File: config.mk
export PLATFORM = sky130hd
export DESIGN_NAME = mgmt_gpio_media_select
export DESIGN_NICKNAME = d
export VERILOG_FILES = /design/src/core/sync_bank.v /design/src/core/mgmt_gpio_media_select.v
export VERILOG_INCLUDE_DIRS = /design/src /design/src/common
export SDC_FILE = /design/constraint.sdc
export NUM_CORES = 1
export LEC_CHECK = 0
export BUFFER_PORTS_ARGS = -buffer_cell sky130_fd_sc_hd__buf_4
export CAP_MARGIN = 40
export CORE_UTILIZATION = 52
export DETAILED_ROUTE_END_ITERATION = 10
export PLACE_DENSITY = 0.95
export SYNTH_ARGS = -nofsm -noshare
export SYNTH_HDL_FRONTEND = slang
export SYNTH_SLANG_ARGS = --single-unit
File: constraint.sdc
create_clock -name sys_clk -period 2.6 [get_ports sys_clk]
set_clock_uncertainty 0.15 [all_clocks]
set_input_delay 0.52 -clock sys_clk [delete_from_list [all_inputs] [get_ports sys_clk]]
set_output_delay 0.52 -clock sys_clk [all_outputs]
set_load 0.005 [all_outputs]
File: src/common/mgmt_gpio_defines.vh
// Register indices, field positions and reset values for the management and media block.
`ifndef MGMT_GPIO_DEFINES_VH
`define MGMT_GPIO_DEFINES_VH

// Register indices; the byte address on the bus is four times the index.
`define IDX_MGMT_EEPROM_PIN_CONTROL 6'h14
`define IDX_TEST_CONTROL            6'h15
`define IDX_GENERAL_INPUT_STATUS    6'h17
`define IDX_EVENT_STATUS            6'h1c
`define IDX_EVENT_MASK              6'h1d

// Management register fields.
`define MGMT_ROM_CLOCK_BIT       7
`define MGMT_ROM_SERIAL_OUT_READ 6
`define MGMT_ROM_SERIAL_IN_DRIVE 5
`define MGMT_ROM_CHIP_SELECT_BIT 4
`define MGMT_DATA_DRIVE          3
`define MGMT_DATA_SAMPLE         2
`define MGMT_DATA_DIRECTION      1
`define MGMT_CLOCK               0

// Write-side test register fields.
`define TEST_COLLISION_BIT  4
`define TEST_PIN_ENABLE_BIT 3
`define TEST_SELECT_HI      2
`define TEST_SELECT_LO      0

// Read-side test register fields.
`define STAT_FAST_IN_RESET  3
`define STAT_SLOW_IN_RESET  2
`define STAT_PHY_RESET_BUSY 1
`define STAT_NEG_DONE       0

// General input register fields.
`define GPI_TWO_BIT       6
`define GPI_ONE_BIT       5
`define GPI_ZERO_BIT      4
`define GPI_INT_SPEED_BIT 2
`define GPI_INT_DUPLEX_BIT 1
`define GPI_INT_LINK_BIT  0

// Output and media control fields.
`define CTRL_PHY_POWER_DOWN   6
`define CTRL_PROGRAM_MEDIA    5
`define CTRL_MEDIA_PRIORITY   4
`define CTRL_GEN_OUTPUT_ZERO  0

// Event status and mask fields.
`define EVT_NEG_DONE     0
`define EVT_INT_LINK     1
`define EVT_EXT_LINK     2
`define EVT_MEDIA_CHANGE 3
`define EVT_WIDTH        4

// Reset values.
`define RST_MGMT_EEPROM_PIN_CONTROL 8'h00
`define RST_TEST_CONTROL            8'h00
`define RST_OUTPUT_MEDIA_CONTROL    8'h00
`define RST_EVENT_MASK              4'h0

`endif

File: src/core/sync_bank.v
// Two-stage synchroniser for a bank of asynchronous input levels.
`timescale 1ns/1ps
module sync_bank #(
	parameter WIDTH = 1
) (
	input  wire             sys_clk,
	input  wire             rst_b,
	input  wire [WIDTH-1:0] asyncIn,
	output reg  [WIDTH-1:0] syncOut
);

	reg [WIDTH-1:0] firstStage;

	always @(posedge sys_clk or negedge rst_b) begin
		if (!rst_b) begin
			firstStage <= {WIDTH{1'b0}};
			syncOut    <= {WIDTH{1'b0}};
		end else begin
			firstStage <= asyncIn;
			syncOut    <= firstStage;
		end
	end

endmodule

File: src/core/mgmt_gpio_media_select.v
// Management pin, general-purpose I/O and media selection registers on Wishbone.
//
// Functional notes
// - Serial ROM clock, chip select and data in follow management bits 7, 4, 5.
// - Management bit 6 is read-only and shows the serial ROM data output pin.
// - With direction bit 0, the management data pin is driven from bit 3.
// - Management bit 2 is read-only and shows the level on the management data pin.
// - Bit 1 set releases the management data pin; cleared drives it.
// - Management clock pin follows management bit 0, so software makes each edge.
// - Read test bit 3 is high while the fast PHY logic is in reset.
// - Read test bit 2 is high while the slow PHY logic is in reset.
// - Read test bit 1 is high while the whole internal PHY is in reset.
// - Read test bit 0 rises on negotiation completion, falls on restart.
// - Input bits 6, 5, 4 show live general inputs 2, 1, 0.
// - Input bit 2 shows internal speed, bit 1 internal duplex.
// - Input bit 0 shows internal link status, high when link is up.
// - Control bit 6 set powers down internal PHY and MAC; zero is normal.
// - With priority select 1, program media bit 5 alone chooses; 1 means external.
// - With priority select 1 and program media 0, the internal PHY is chosen.
// - Control bit 0, reset zero, drives general output zero inverted.
//
// The Wishbone register port was left to the implementer.
`timescale 1ns/1ps
`include "mgmt_gpio_defines.vh"

module mgmt_gpio_media_select (
	input  wire        sys_clk,
	input  wire        rst_b,
	input  wire        wb_cyc_i,
	input  wire        wb_stb_i,
	input  wire        wb_we_i,
	input  wire [7:0]  wb_adr_i,
	input  wire [3:0]  wb_sel_i,
	input  wire [31:0] wb_dat_i,
	output reg  [31:0] wb_dat_o,
	output reg         wb_ack_o,
	output reg         romClock,
	output reg         romChipSelect,
	output reg         romDataIn,
	input  wire        romDataOut,
	output reg         mdc,
	input  wire        mdioIn,
	output reg         mdioOut,
	output reg         mdioOe,
	input  wire        fastInReset,
	input  wire        slowInReset,
	input  wire        phyResetBusy,
	input  wire        negotiationDone,
	input  wire [2:0]  genInput,
	input  wire        internalSpeed,
	input  wire        internalDuplex,
	input  wire        internalLink,
	output reg         collisionTest,
	output reg         testPinEnable,
	output reg  [2:0]  testSelect,
	output reg         phyPowerDown,
	output reg         macPowerDown,
	output reg         genOutputZeroInverted,
	output reg         mediaExternal,
	output reg         irq
);

	localparam SYNC_WIDTH = 12;

	// Pin and PHY status levels after two-stage synchronisation.
	wire [SYNC_WIDTH-1:0] syncLevels;
	wire                  romOutSync;
	wire                  mdioSync;
	wire                  fastResetSync;
	wire                  slowResetSync;
	wire                  busyResetSync;
	wire                  negDoneSync;
	wire [2:0]            genInputSync;
	wire                  speedSync;
	wire                  duplexSync;
	wire                  linkSync;

	sync_bank #(
		.WIDTH (SYNC_WIDTH)
	) u_sync (
		.sys_clk (sys_clk),
		.rst_b   (rst_b),
		.asyncIn ({romDataOut, mdioIn, fastInReset, slowInReset, phyResetBusy,
			negotiationDone, genInput, internalSpeed, internalDuplex, internalLink}),
		.syncOut (syncLevels)
	);

	assign romOutSync    = syncLevels[11];
	assign mdioSync      = syncLevels[10];
	assign fastResetSync = syncLevels[9];
	assign slowResetSync = syncLevels[8];
	assign busyResetSync = syncLevels[7];
	assign negDoneSync   = syncLevels[6];
	assign genInputSync  = syncLevels[5:3];
	assign speedSync     = syncLevels[2];
	assign duplexSync    = syncLevels[1];
	assign linkSync      = syncLevels[0];

	// Software-visible register state.
	reg [7:0]            mgmtControl;
	reg [7:0]            testControl;
	reg [7:0]            mediaControl;
	reg [`EVT_WIDTH-1:0] eventStatus;
	reg [`EVT_WIDTH-1:0] eventMask;

	// Previous samples used to detect events.
	reg negDonePrev;
	reg linkPrev;
	reg extLinkPrev;

	wire       request;
	wire       writeTaken;
	wire [5:0] regIndex;
	wire       writeLow;

	assign request    = wb_cyc_i & wb_stb_i & ~wb_ack_o;
	assign writeTaken = request & wb_we_i;
	assign regIndex   = wb_adr_i[7:2];
	assign writeLow   = wb_sel_i[0];

	// True when a write with the low byte lane enabled targets the given index.
	function writeHit;
		input       taken;
		input       lane;
		input [5:0] index;
		input [5:0] target;
		begin
			writeHit = taken & lane & (index == target);
		end
	endfunction

	wire hitMgmt;
	wire hitTest;
	wire hitMedia;
	wire hitStatus;
	wire hitMask;

	assign hitMgmt   = writeHit(writeTaken, writeLow, regIndex, `IDX_MGMT_EEPROM_PIN_CONTROL);
	assign hitTest   = writeHit(writeTaken, writeLow, regIndex, `IDX_TEST_CONTROL);
	assign hitMedia  = writeHit(writeTaken, writeLow, regIndex, `IDX_GENERAL_INPUT_STATUS);
	assign hitStatus = writeHit(writeTaken, writeLow, regIndex, `IDX_EVENT_STATUS);
	assign hitMask   = writeHit(writeTaken, writeLow, regIndex, `IDX_EVENT_MASK);

	// Bus slave: every request, mapped or not, is acknowledged one cycle after it is seen.
	always @(posedge sys_clk or negedge rst_b) begin
		if (!rst_b) begin
			wb_ack_o <= 1'b0;
		end else begin
			wb_ack_o <= request;
		end
	end

	// Management register; all eight bits are stored, and reads show pin levels in bits 6 and 2.
	always @(posedge sys_clk or negedge rst_b) begin
		if (!rst_b) begin
			mgmtControl <= `RST_MGMT_EEPROM_PIN_CONTROL;
		end else if (hitMgmt) begin
			mgmtControl <= wb_dat_i[7:0];
		end
	end

	// Write-side test register.
	always @(posedge sys_clk or negedge rst_b) begin
		if (!rst_b) begin
			testControl <= `RST_TEST_CONTROL;
		end else if (hitTest) begin
			testControl <= wb_dat_i[7:0];
		end
	end

	// Output and media control register.
	always @(posedge sys_clk or negedge rst_b) begin
		if (!rst_b) begin
			mediaControl <= `RST_OUTPUT_MEDIA_CONTROL;
		end else if (hitMedia) begin
			mediaControl <= wb_dat_i[7:0];
		end
	end

	// Event mask register.
	always @(posedge sys_clk or negedge rst_b) begin
		if (!rst_b) begin
			eventMask <= `RST_EVENT_MASK;
		end else if (hitMask) begin
			eventMask <= wb_dat_i[`EVT_WIDTH-1:0];
		end
	end

	// Media choice from the priority select, program bit and link levels.
	reg next_mediaExternal;

	always @* begin
		if (mediaControl[`CTRL_MEDIA_PRIORITY]) begin
			next_mediaExternal = mediaControl[`CTRL_PROGRAM_MEDIA];
		end else begin
			next_mediaExternal = ~linkSync & ~genInputSync[0];
		end
	end

	// Event detection.
	wire [`EVT_WIDTH-1:0] eventPulse;

	assign eventPulse[`EVT_NEG_DONE]     = negDoneSync & ~negDonePrev;
	assign eventPulse[`EVT_INT_LINK]     = linkSync ^ linkPrev;
	assign eventPulse[`EVT_EXT_LINK]     = genInputSync[0] ^ extLinkPrev;
	assign eventPulse[`EVT_MEDIA_CHANGE] = next_mediaExternal ^ mediaExternal;

	always @(posedge sys_clk or negedge rst_b) begin
		if (!rst_b) begin
			negDonePrev <= 1'b0;
			linkPrev    <= 1'b0;
			extLinkPrev <= 1'b0;
		end else begin
			negDonePrev <= negDoneSync;
			linkPrev    <= linkSync;
			extLinkPrev <= genInputSync[0];
		end
	end

	// Sticky event bits, cleared by writing one; a new event in the same cycle wins.
	wire [`EVT_WIDTH-1:0] clearMask;

	assign clearMask = hitStatus ? wb_dat_i[`EVT_WIDTH-1:0] : {`EVT_WIDTH{1'b0}};

	always @(posedge sys_clk or negedge rst_b) begin
		if (!rst_b) begin
			eventStatus <= {`EVT_WIDTH{1'b0}};
		end else begin
			eventStatus <= (eventStatus & ~clearMask) | eventPulse;
		end
	end

	// Interrupt level follows the masked status one cycle later.
	always @(posedge sys_clk or negedge rst_b) begin
		if (!rst_b) begin
			irq <= 1'b0;
		end else begin
			irq <= |(eventStatus & eventMask);
		end
	end

	// Serial ROM and management pins.
	always @(posedge sys_clk or negedge rst_b) begin
		if (!rst_b) begin
			romClock      <= 1'b0;
			romChipSelect <= 1'b0;
			romDataIn     <= 1'b0;
			mdc           <= 1'b0;
			mdioOut       <= 1'b0;
			mdioOe        <= 1'b1;
		end else begin
			romClock      <= mgmtControl[`MGMT_ROM_CLOCK_BIT];
			romChipSelect <= mgmtControl[`MGMT_ROM_CHIP_SELECT_BIT];
			romDataIn     <= mgmtControl[`MGMT_ROM_SERIAL_IN_DRIVE];
			mdc           <= mgmtControl[`MGMT_CLOCK];
			mdioOut       <= mgmtControl[`MGMT_DATA_DRIVE];
			mdioOe        <= ~mgmtControl[`MGMT_DATA_DIRECTION];
		end
	end

	// Test, power, general output and media pins.
	always @(posedge sys_clk or negedge rst_b) begin
		if (!rst_b) begin
			collisionTest         <= 1'b0;
			testPinEnable         <= 1'b0;
			testSelect            <= 3'h0;
			phyPowerDown          <= 1'b0;
			macPowerDown          <= 1'b0;
			genOutputZeroInverted <= 1'b1;
			mediaExternal         <= 1'b0;
		end else begin
			collisionTest         <= testControl[`TEST_COLLISION_BIT];
			testPinEnable         <= testControl[`TEST_PIN_ENABLE_BIT];
			testSelect            <= testControl[`TEST_SELECT_HI:`TEST_SELECT_LO];
			phyPowerDown          <= mediaControl[`CTRL_PHY_POWER_DOWN];
			macPowerDown          <= mediaControl[`CTRL_PHY_POWER_DOWN];
			genOutputZeroInverted <= ~mediaControl[`CTRL_GEN_OUTPUT_ZERO];
			mediaExternal         <= next_mediaExternal;
		end
	end

	// Read data multiplexer.
	reg [7:0] next_readByte;

	always @* begin
		next_readByte = 8'h00;
		case (regIndex)
			`IDX_MGMT_EEPROM_PIN_CONTROL: begin
				next_readByte = mgmtControl;
				next_readByte[`MGMT_ROM_SERIAL_OUT_READ] = romOutSync;
				next_readByte[`MGMT_DATA_SAMPLE] = mdioSync;
			end
			`IDX_TEST_CONTROL: begin
				next_readByte[`STAT_FAST_IN_RESET] = fastResetSync;
				next_readByte[`STAT_SLOW_IN_RESET] = slowResetSync;
				next_readByte[`STAT_PHY_RESET_BUSY] = busyResetSync;
				next_readByte[`STAT_NEG_DONE] = negDoneSync;
			end
			`IDX_GENERAL_INPUT_STATUS: begin
				next_readByte[`GPI_TWO_BIT] = genInputSync[2];
				next_readByte[`GPI_ONE_BIT] = genInputSync[1];
				next_readByte[`GPI_ZERO_BIT] = genInputSync[0];
				next_readByte[`GPI_INT_SPEED_BIT] = speedSync;
				next_readByte[`GPI_INT_DUPLEX_BIT] = duplexSync;
				next_readByte[`GPI_INT_LINK_BIT] = linkSync;
			end
			`IDX_EVENT_STATUS: begin
				next_readByte[`EVT_WIDTH-1:0] = eventStatus;
			end
			`IDX_EVENT_MASK: begin
				next_readByte[`EVT_WIDTH-1:0] = eventMask;
			end
			default: begin
				next_readByte = 8'h00;
			end
		endcase
	end

	// Read data is captured with the acknowledge and is zero otherwise.
	always @(posedge sys_clk or negedge rst_b) begin
		if (!rst_b) begin
			wb_dat_o <= 32'h00000000;
		end else if (request & ~wb_we_i) begin
			wb_dat_o <= {24'h000000, next_readByte};
		end else begin
			wb_dat_o <= 32'h00000000;
		end
	end

endmodule

==> results.ini <==
[synthesis]
ys_ff_latch = 74
synth-edff-count = 0
yosys.area_share.xor_xnor_pct = 0.921
avgSynthCellArea_um2 = 15.2
synth-simple-area-share_pct = 8.91
synth_top_family_by_area = multiplexers
synth.most_common_cell = dfrtp_1
ys_warn_count = 0
synth_top_area_share_pct = 63.2
synthFlopType = dfrtp_1
synth_fa_ha_area_share_pct = 0
netlist_top_cells_count = dfrtp_1 (72), buf_4 (25), mux2_4 (15), nand2_1 (9), mux2_1 (6)
synth_mux_area_share_pct = 12.2
yosysTopAreaCell = dfrtp_1
synth_cell_types = 42
synth_compound_area_share_pct = 4.56
netlist_area_um2 = 2850
ys_seq_area_share_pct = 65.0
synth_async_sr_flop_share_pct = 100
synth_cells = 187
yosys-top-cells-area = dfrtp_1 (63%), mux2_4 (7.9%), buf_4 (6.6%)

[power_and_ir_drop]
finalPower_w = 0.00222
internal-power_w = 0.00173
powerDensity_nw_per_um2 = 641
ir_worst_vdd_v = 0.000520
combPwrFrac_pct = 6.4
p_sw_share_pct = 22.1
seqPwrFrac_pct = 54.2
power.switching_w = 0.000490
clkPwrFrac_pct = 39.4
power_leakage_nw = 1.75

[timing]
rsz0062_at_grt = no
fmax_mhz = 518
drv_slew = 0
tns_ns = 0
min_period_ns = 1.93
hold_viol_final = 0
timing.final.crit_share_pct = 74.3
setup_ws_ns = 0.668
fin_hold_ws_ns = 0.125
setup_violations = 0

[die]
fp.dieW_um = 76.1
boundaryPins = 110
die_y_um = 76.1
die_area_um2 = 5780
num_rows = 26
initial_utilization_pct = 54.8
coreArea_um2 = 5200

[clock_tree]
cts.clk_slew.worst_paths_ns = 0.08
htree_levels = 3
clock-sinks = 74
cts_root_buffer = clkbuf_8
clockBufferDepth = 2
cts_inserted_buffers = 9
clk_latency_ns = 0.34
cts_tree = done

[cells_and_area]
fin_area_um2 = 3460
drive_gt1_share_pct = 41.3
nNetsFinal = 310
synthToLayoutAreaGrowth_pct = 21.4
antenna-diode-count = 0

[global_route]
antenna_found_initial = 0
grt.overflow.total = 0
grt_pass1_wl_mm = 7.82
grt_usage_pct = 18.4
grt_max_degree = 54
grt_pass1_vias = 1672

[placed_design]
routabilityCongestion = 0.843
port_buffers = 56
preCtsSetupSlack_ns = 0.481
dp_hpwl_mm = 3.44
placed_area_um2 = 3250

[setup_path]
cp_slowest_cell = nor3_4
end_kind = flip-flop
cp_cell_sequence = and3b_2 > nand3_1 > nor3_4 > mux2_4
worstPathRequired_ns = 2.68
crit_path_max_fanout = 5
worstPathArrival_ns = 2.01
startpoint_type = flip-flop
critPathKind = flip-flop to flip-flop
max_stage_delay_ns = 0.47

[routing]
route.detailed.drc = 0
drt_first_iter_violations = 126
vias_per_cell = 4.97
wl_per_cell_um = 14.6
antenna_left = 0
dr.pass1.iters = 4
drt_wl_total_mm = 4.72
dr_total_vias = 1610

[outcome]
status = complete, no violations

[run]
cap_violations = 0

[worst_hold_path]
hold_path_class = input pin to flip-flop

## cell usage in the layout, fill, tap and decap left out, types with 2 or more instances in the layout
cell type / count
a22o_1: 4
mux2_4: 15
clkbuf_8: 10
clkinv_2: 2
a222oi_1: 3
xor2_1: 2
and3_4: 2
dfstp_2: 2
a22oi_1: 2
mux2_2: 4
nand4_1: 3
inv_1: 3
a21o_1: 2
nor2_1: 5
nand2_1: 9
dfrtp_1: 72
mux2_1: 6
buf_4: 56
conb_1: 24
## critical path: cells and delay by family (launching register included)
family	cells	cell delay, ns
AND/OR/NAND/NOR	3	0.94
flip-flops	1	0.38
multiplexers	1	0.35
## final cells by class
class | count | area [µm²]
sequential | 74 | 1850
fill | 374 | 1740
multi-input combinational | 103 | 848
timing repair buffer | 58 | 458
clock buffer | 10 | 138
tap | 70 | 87.6
clock inverter | 6 | 65.1
inverter | 3 | 11.3
## per-layer routing
metal  GRT usage [%]  wire length, µm
met5               0                0
met4            7.69              111
met3            7.78              291
met2            30.5             2530
met1            21.1             1790
## per-stage QoR
step / std cells / utilization, %
after global routing: 324 / 66.5
after CTS: 324 / 66.5
after floorplan: 210 / -
after global placement: 306 / 61.9
final: 324 / 66.5
after detailed placement: 307 / 62.4
## power groups by stage
| stage | sequential (W) | combinational [W] | clock [W] |
|---|---|---|---|
| 3_5_place_dp | 0.00122 | 0.000143 | 0 |
| 4_1_cts | 0.00120 | 0.000144 | 0.000903 |
| 5_1_grt | 0.00120 | 0.000158 | 0.000955 |
| 3_3_place_gp | 0.00122 | 0.000132 | 0 |
| 6_report | 0.00120 | 0.000142 | 0.000874 |
| 2_1_floorplan | 0.00122 | 0.0000791 | 0 |
## state kept, by name, indices dropped and copies added, names as in the netlist, 3 cells and up
name / cells
eventMask: 4
eventStatus: 4
mediaControl: 4
mgmtControl: 6
testControl: 5
testSelect: 3
u_sync.firstStage: 12
u_sync.syncOut: 12
wb_dat_o: 8
## cell families (layout without fill, tap and decap cells)
kind of cell              count (synthesis)  in the layout
DFF                                      74             74
xor gates and xnor gates                  3              3
muxes                                    26             26
and+or+nand+nor                          34             34
AOI/OAI and AO/OA                        16             16
buffers and inverters                    33             77
other                                     1             24
## path summary, 6_finish.rpt
path | from | endpoint | slack (ns) | cells past startpoint
hold / removal | slowInReset | u_sync.firstStage[8]$_DFF_PN0_ | 0.12 | 1
setup / recovery | wb_ack_o$_DFF_PN0_ | testControl[3]$_DFFE_PN0P_ | 0.67 | 4
hold reg to reg | u_sync.firstStage[3]$_DFF_PN0_ | u_sync.syncOut[3]$_DFF_PN0_ | 0.20 | 0
min in group asynchronous | rst_b | testControl[3]$_DFFE_PN0P_ | 0.45 | 2
setup reg to reg | wb_ack_o$_DFF_PN0_ | testControl[3]$_DFFE_PN0P_ | 0.67 | 4
max in group asynchronous | rst_b | u_sync.syncOut[5]$_DFF_PN0_ | 1.32 | 3
## what timing repair did
| action | CTS | global route |
|---|---|---|
| endpoints found under the hold margin | 19 | 0 |
| buffers inserted | 0 | 0 |
| hold buffers | 1 | 0 |
| gates resized for setup | 0 | 0 |
(Power assumes the default switching activity.)
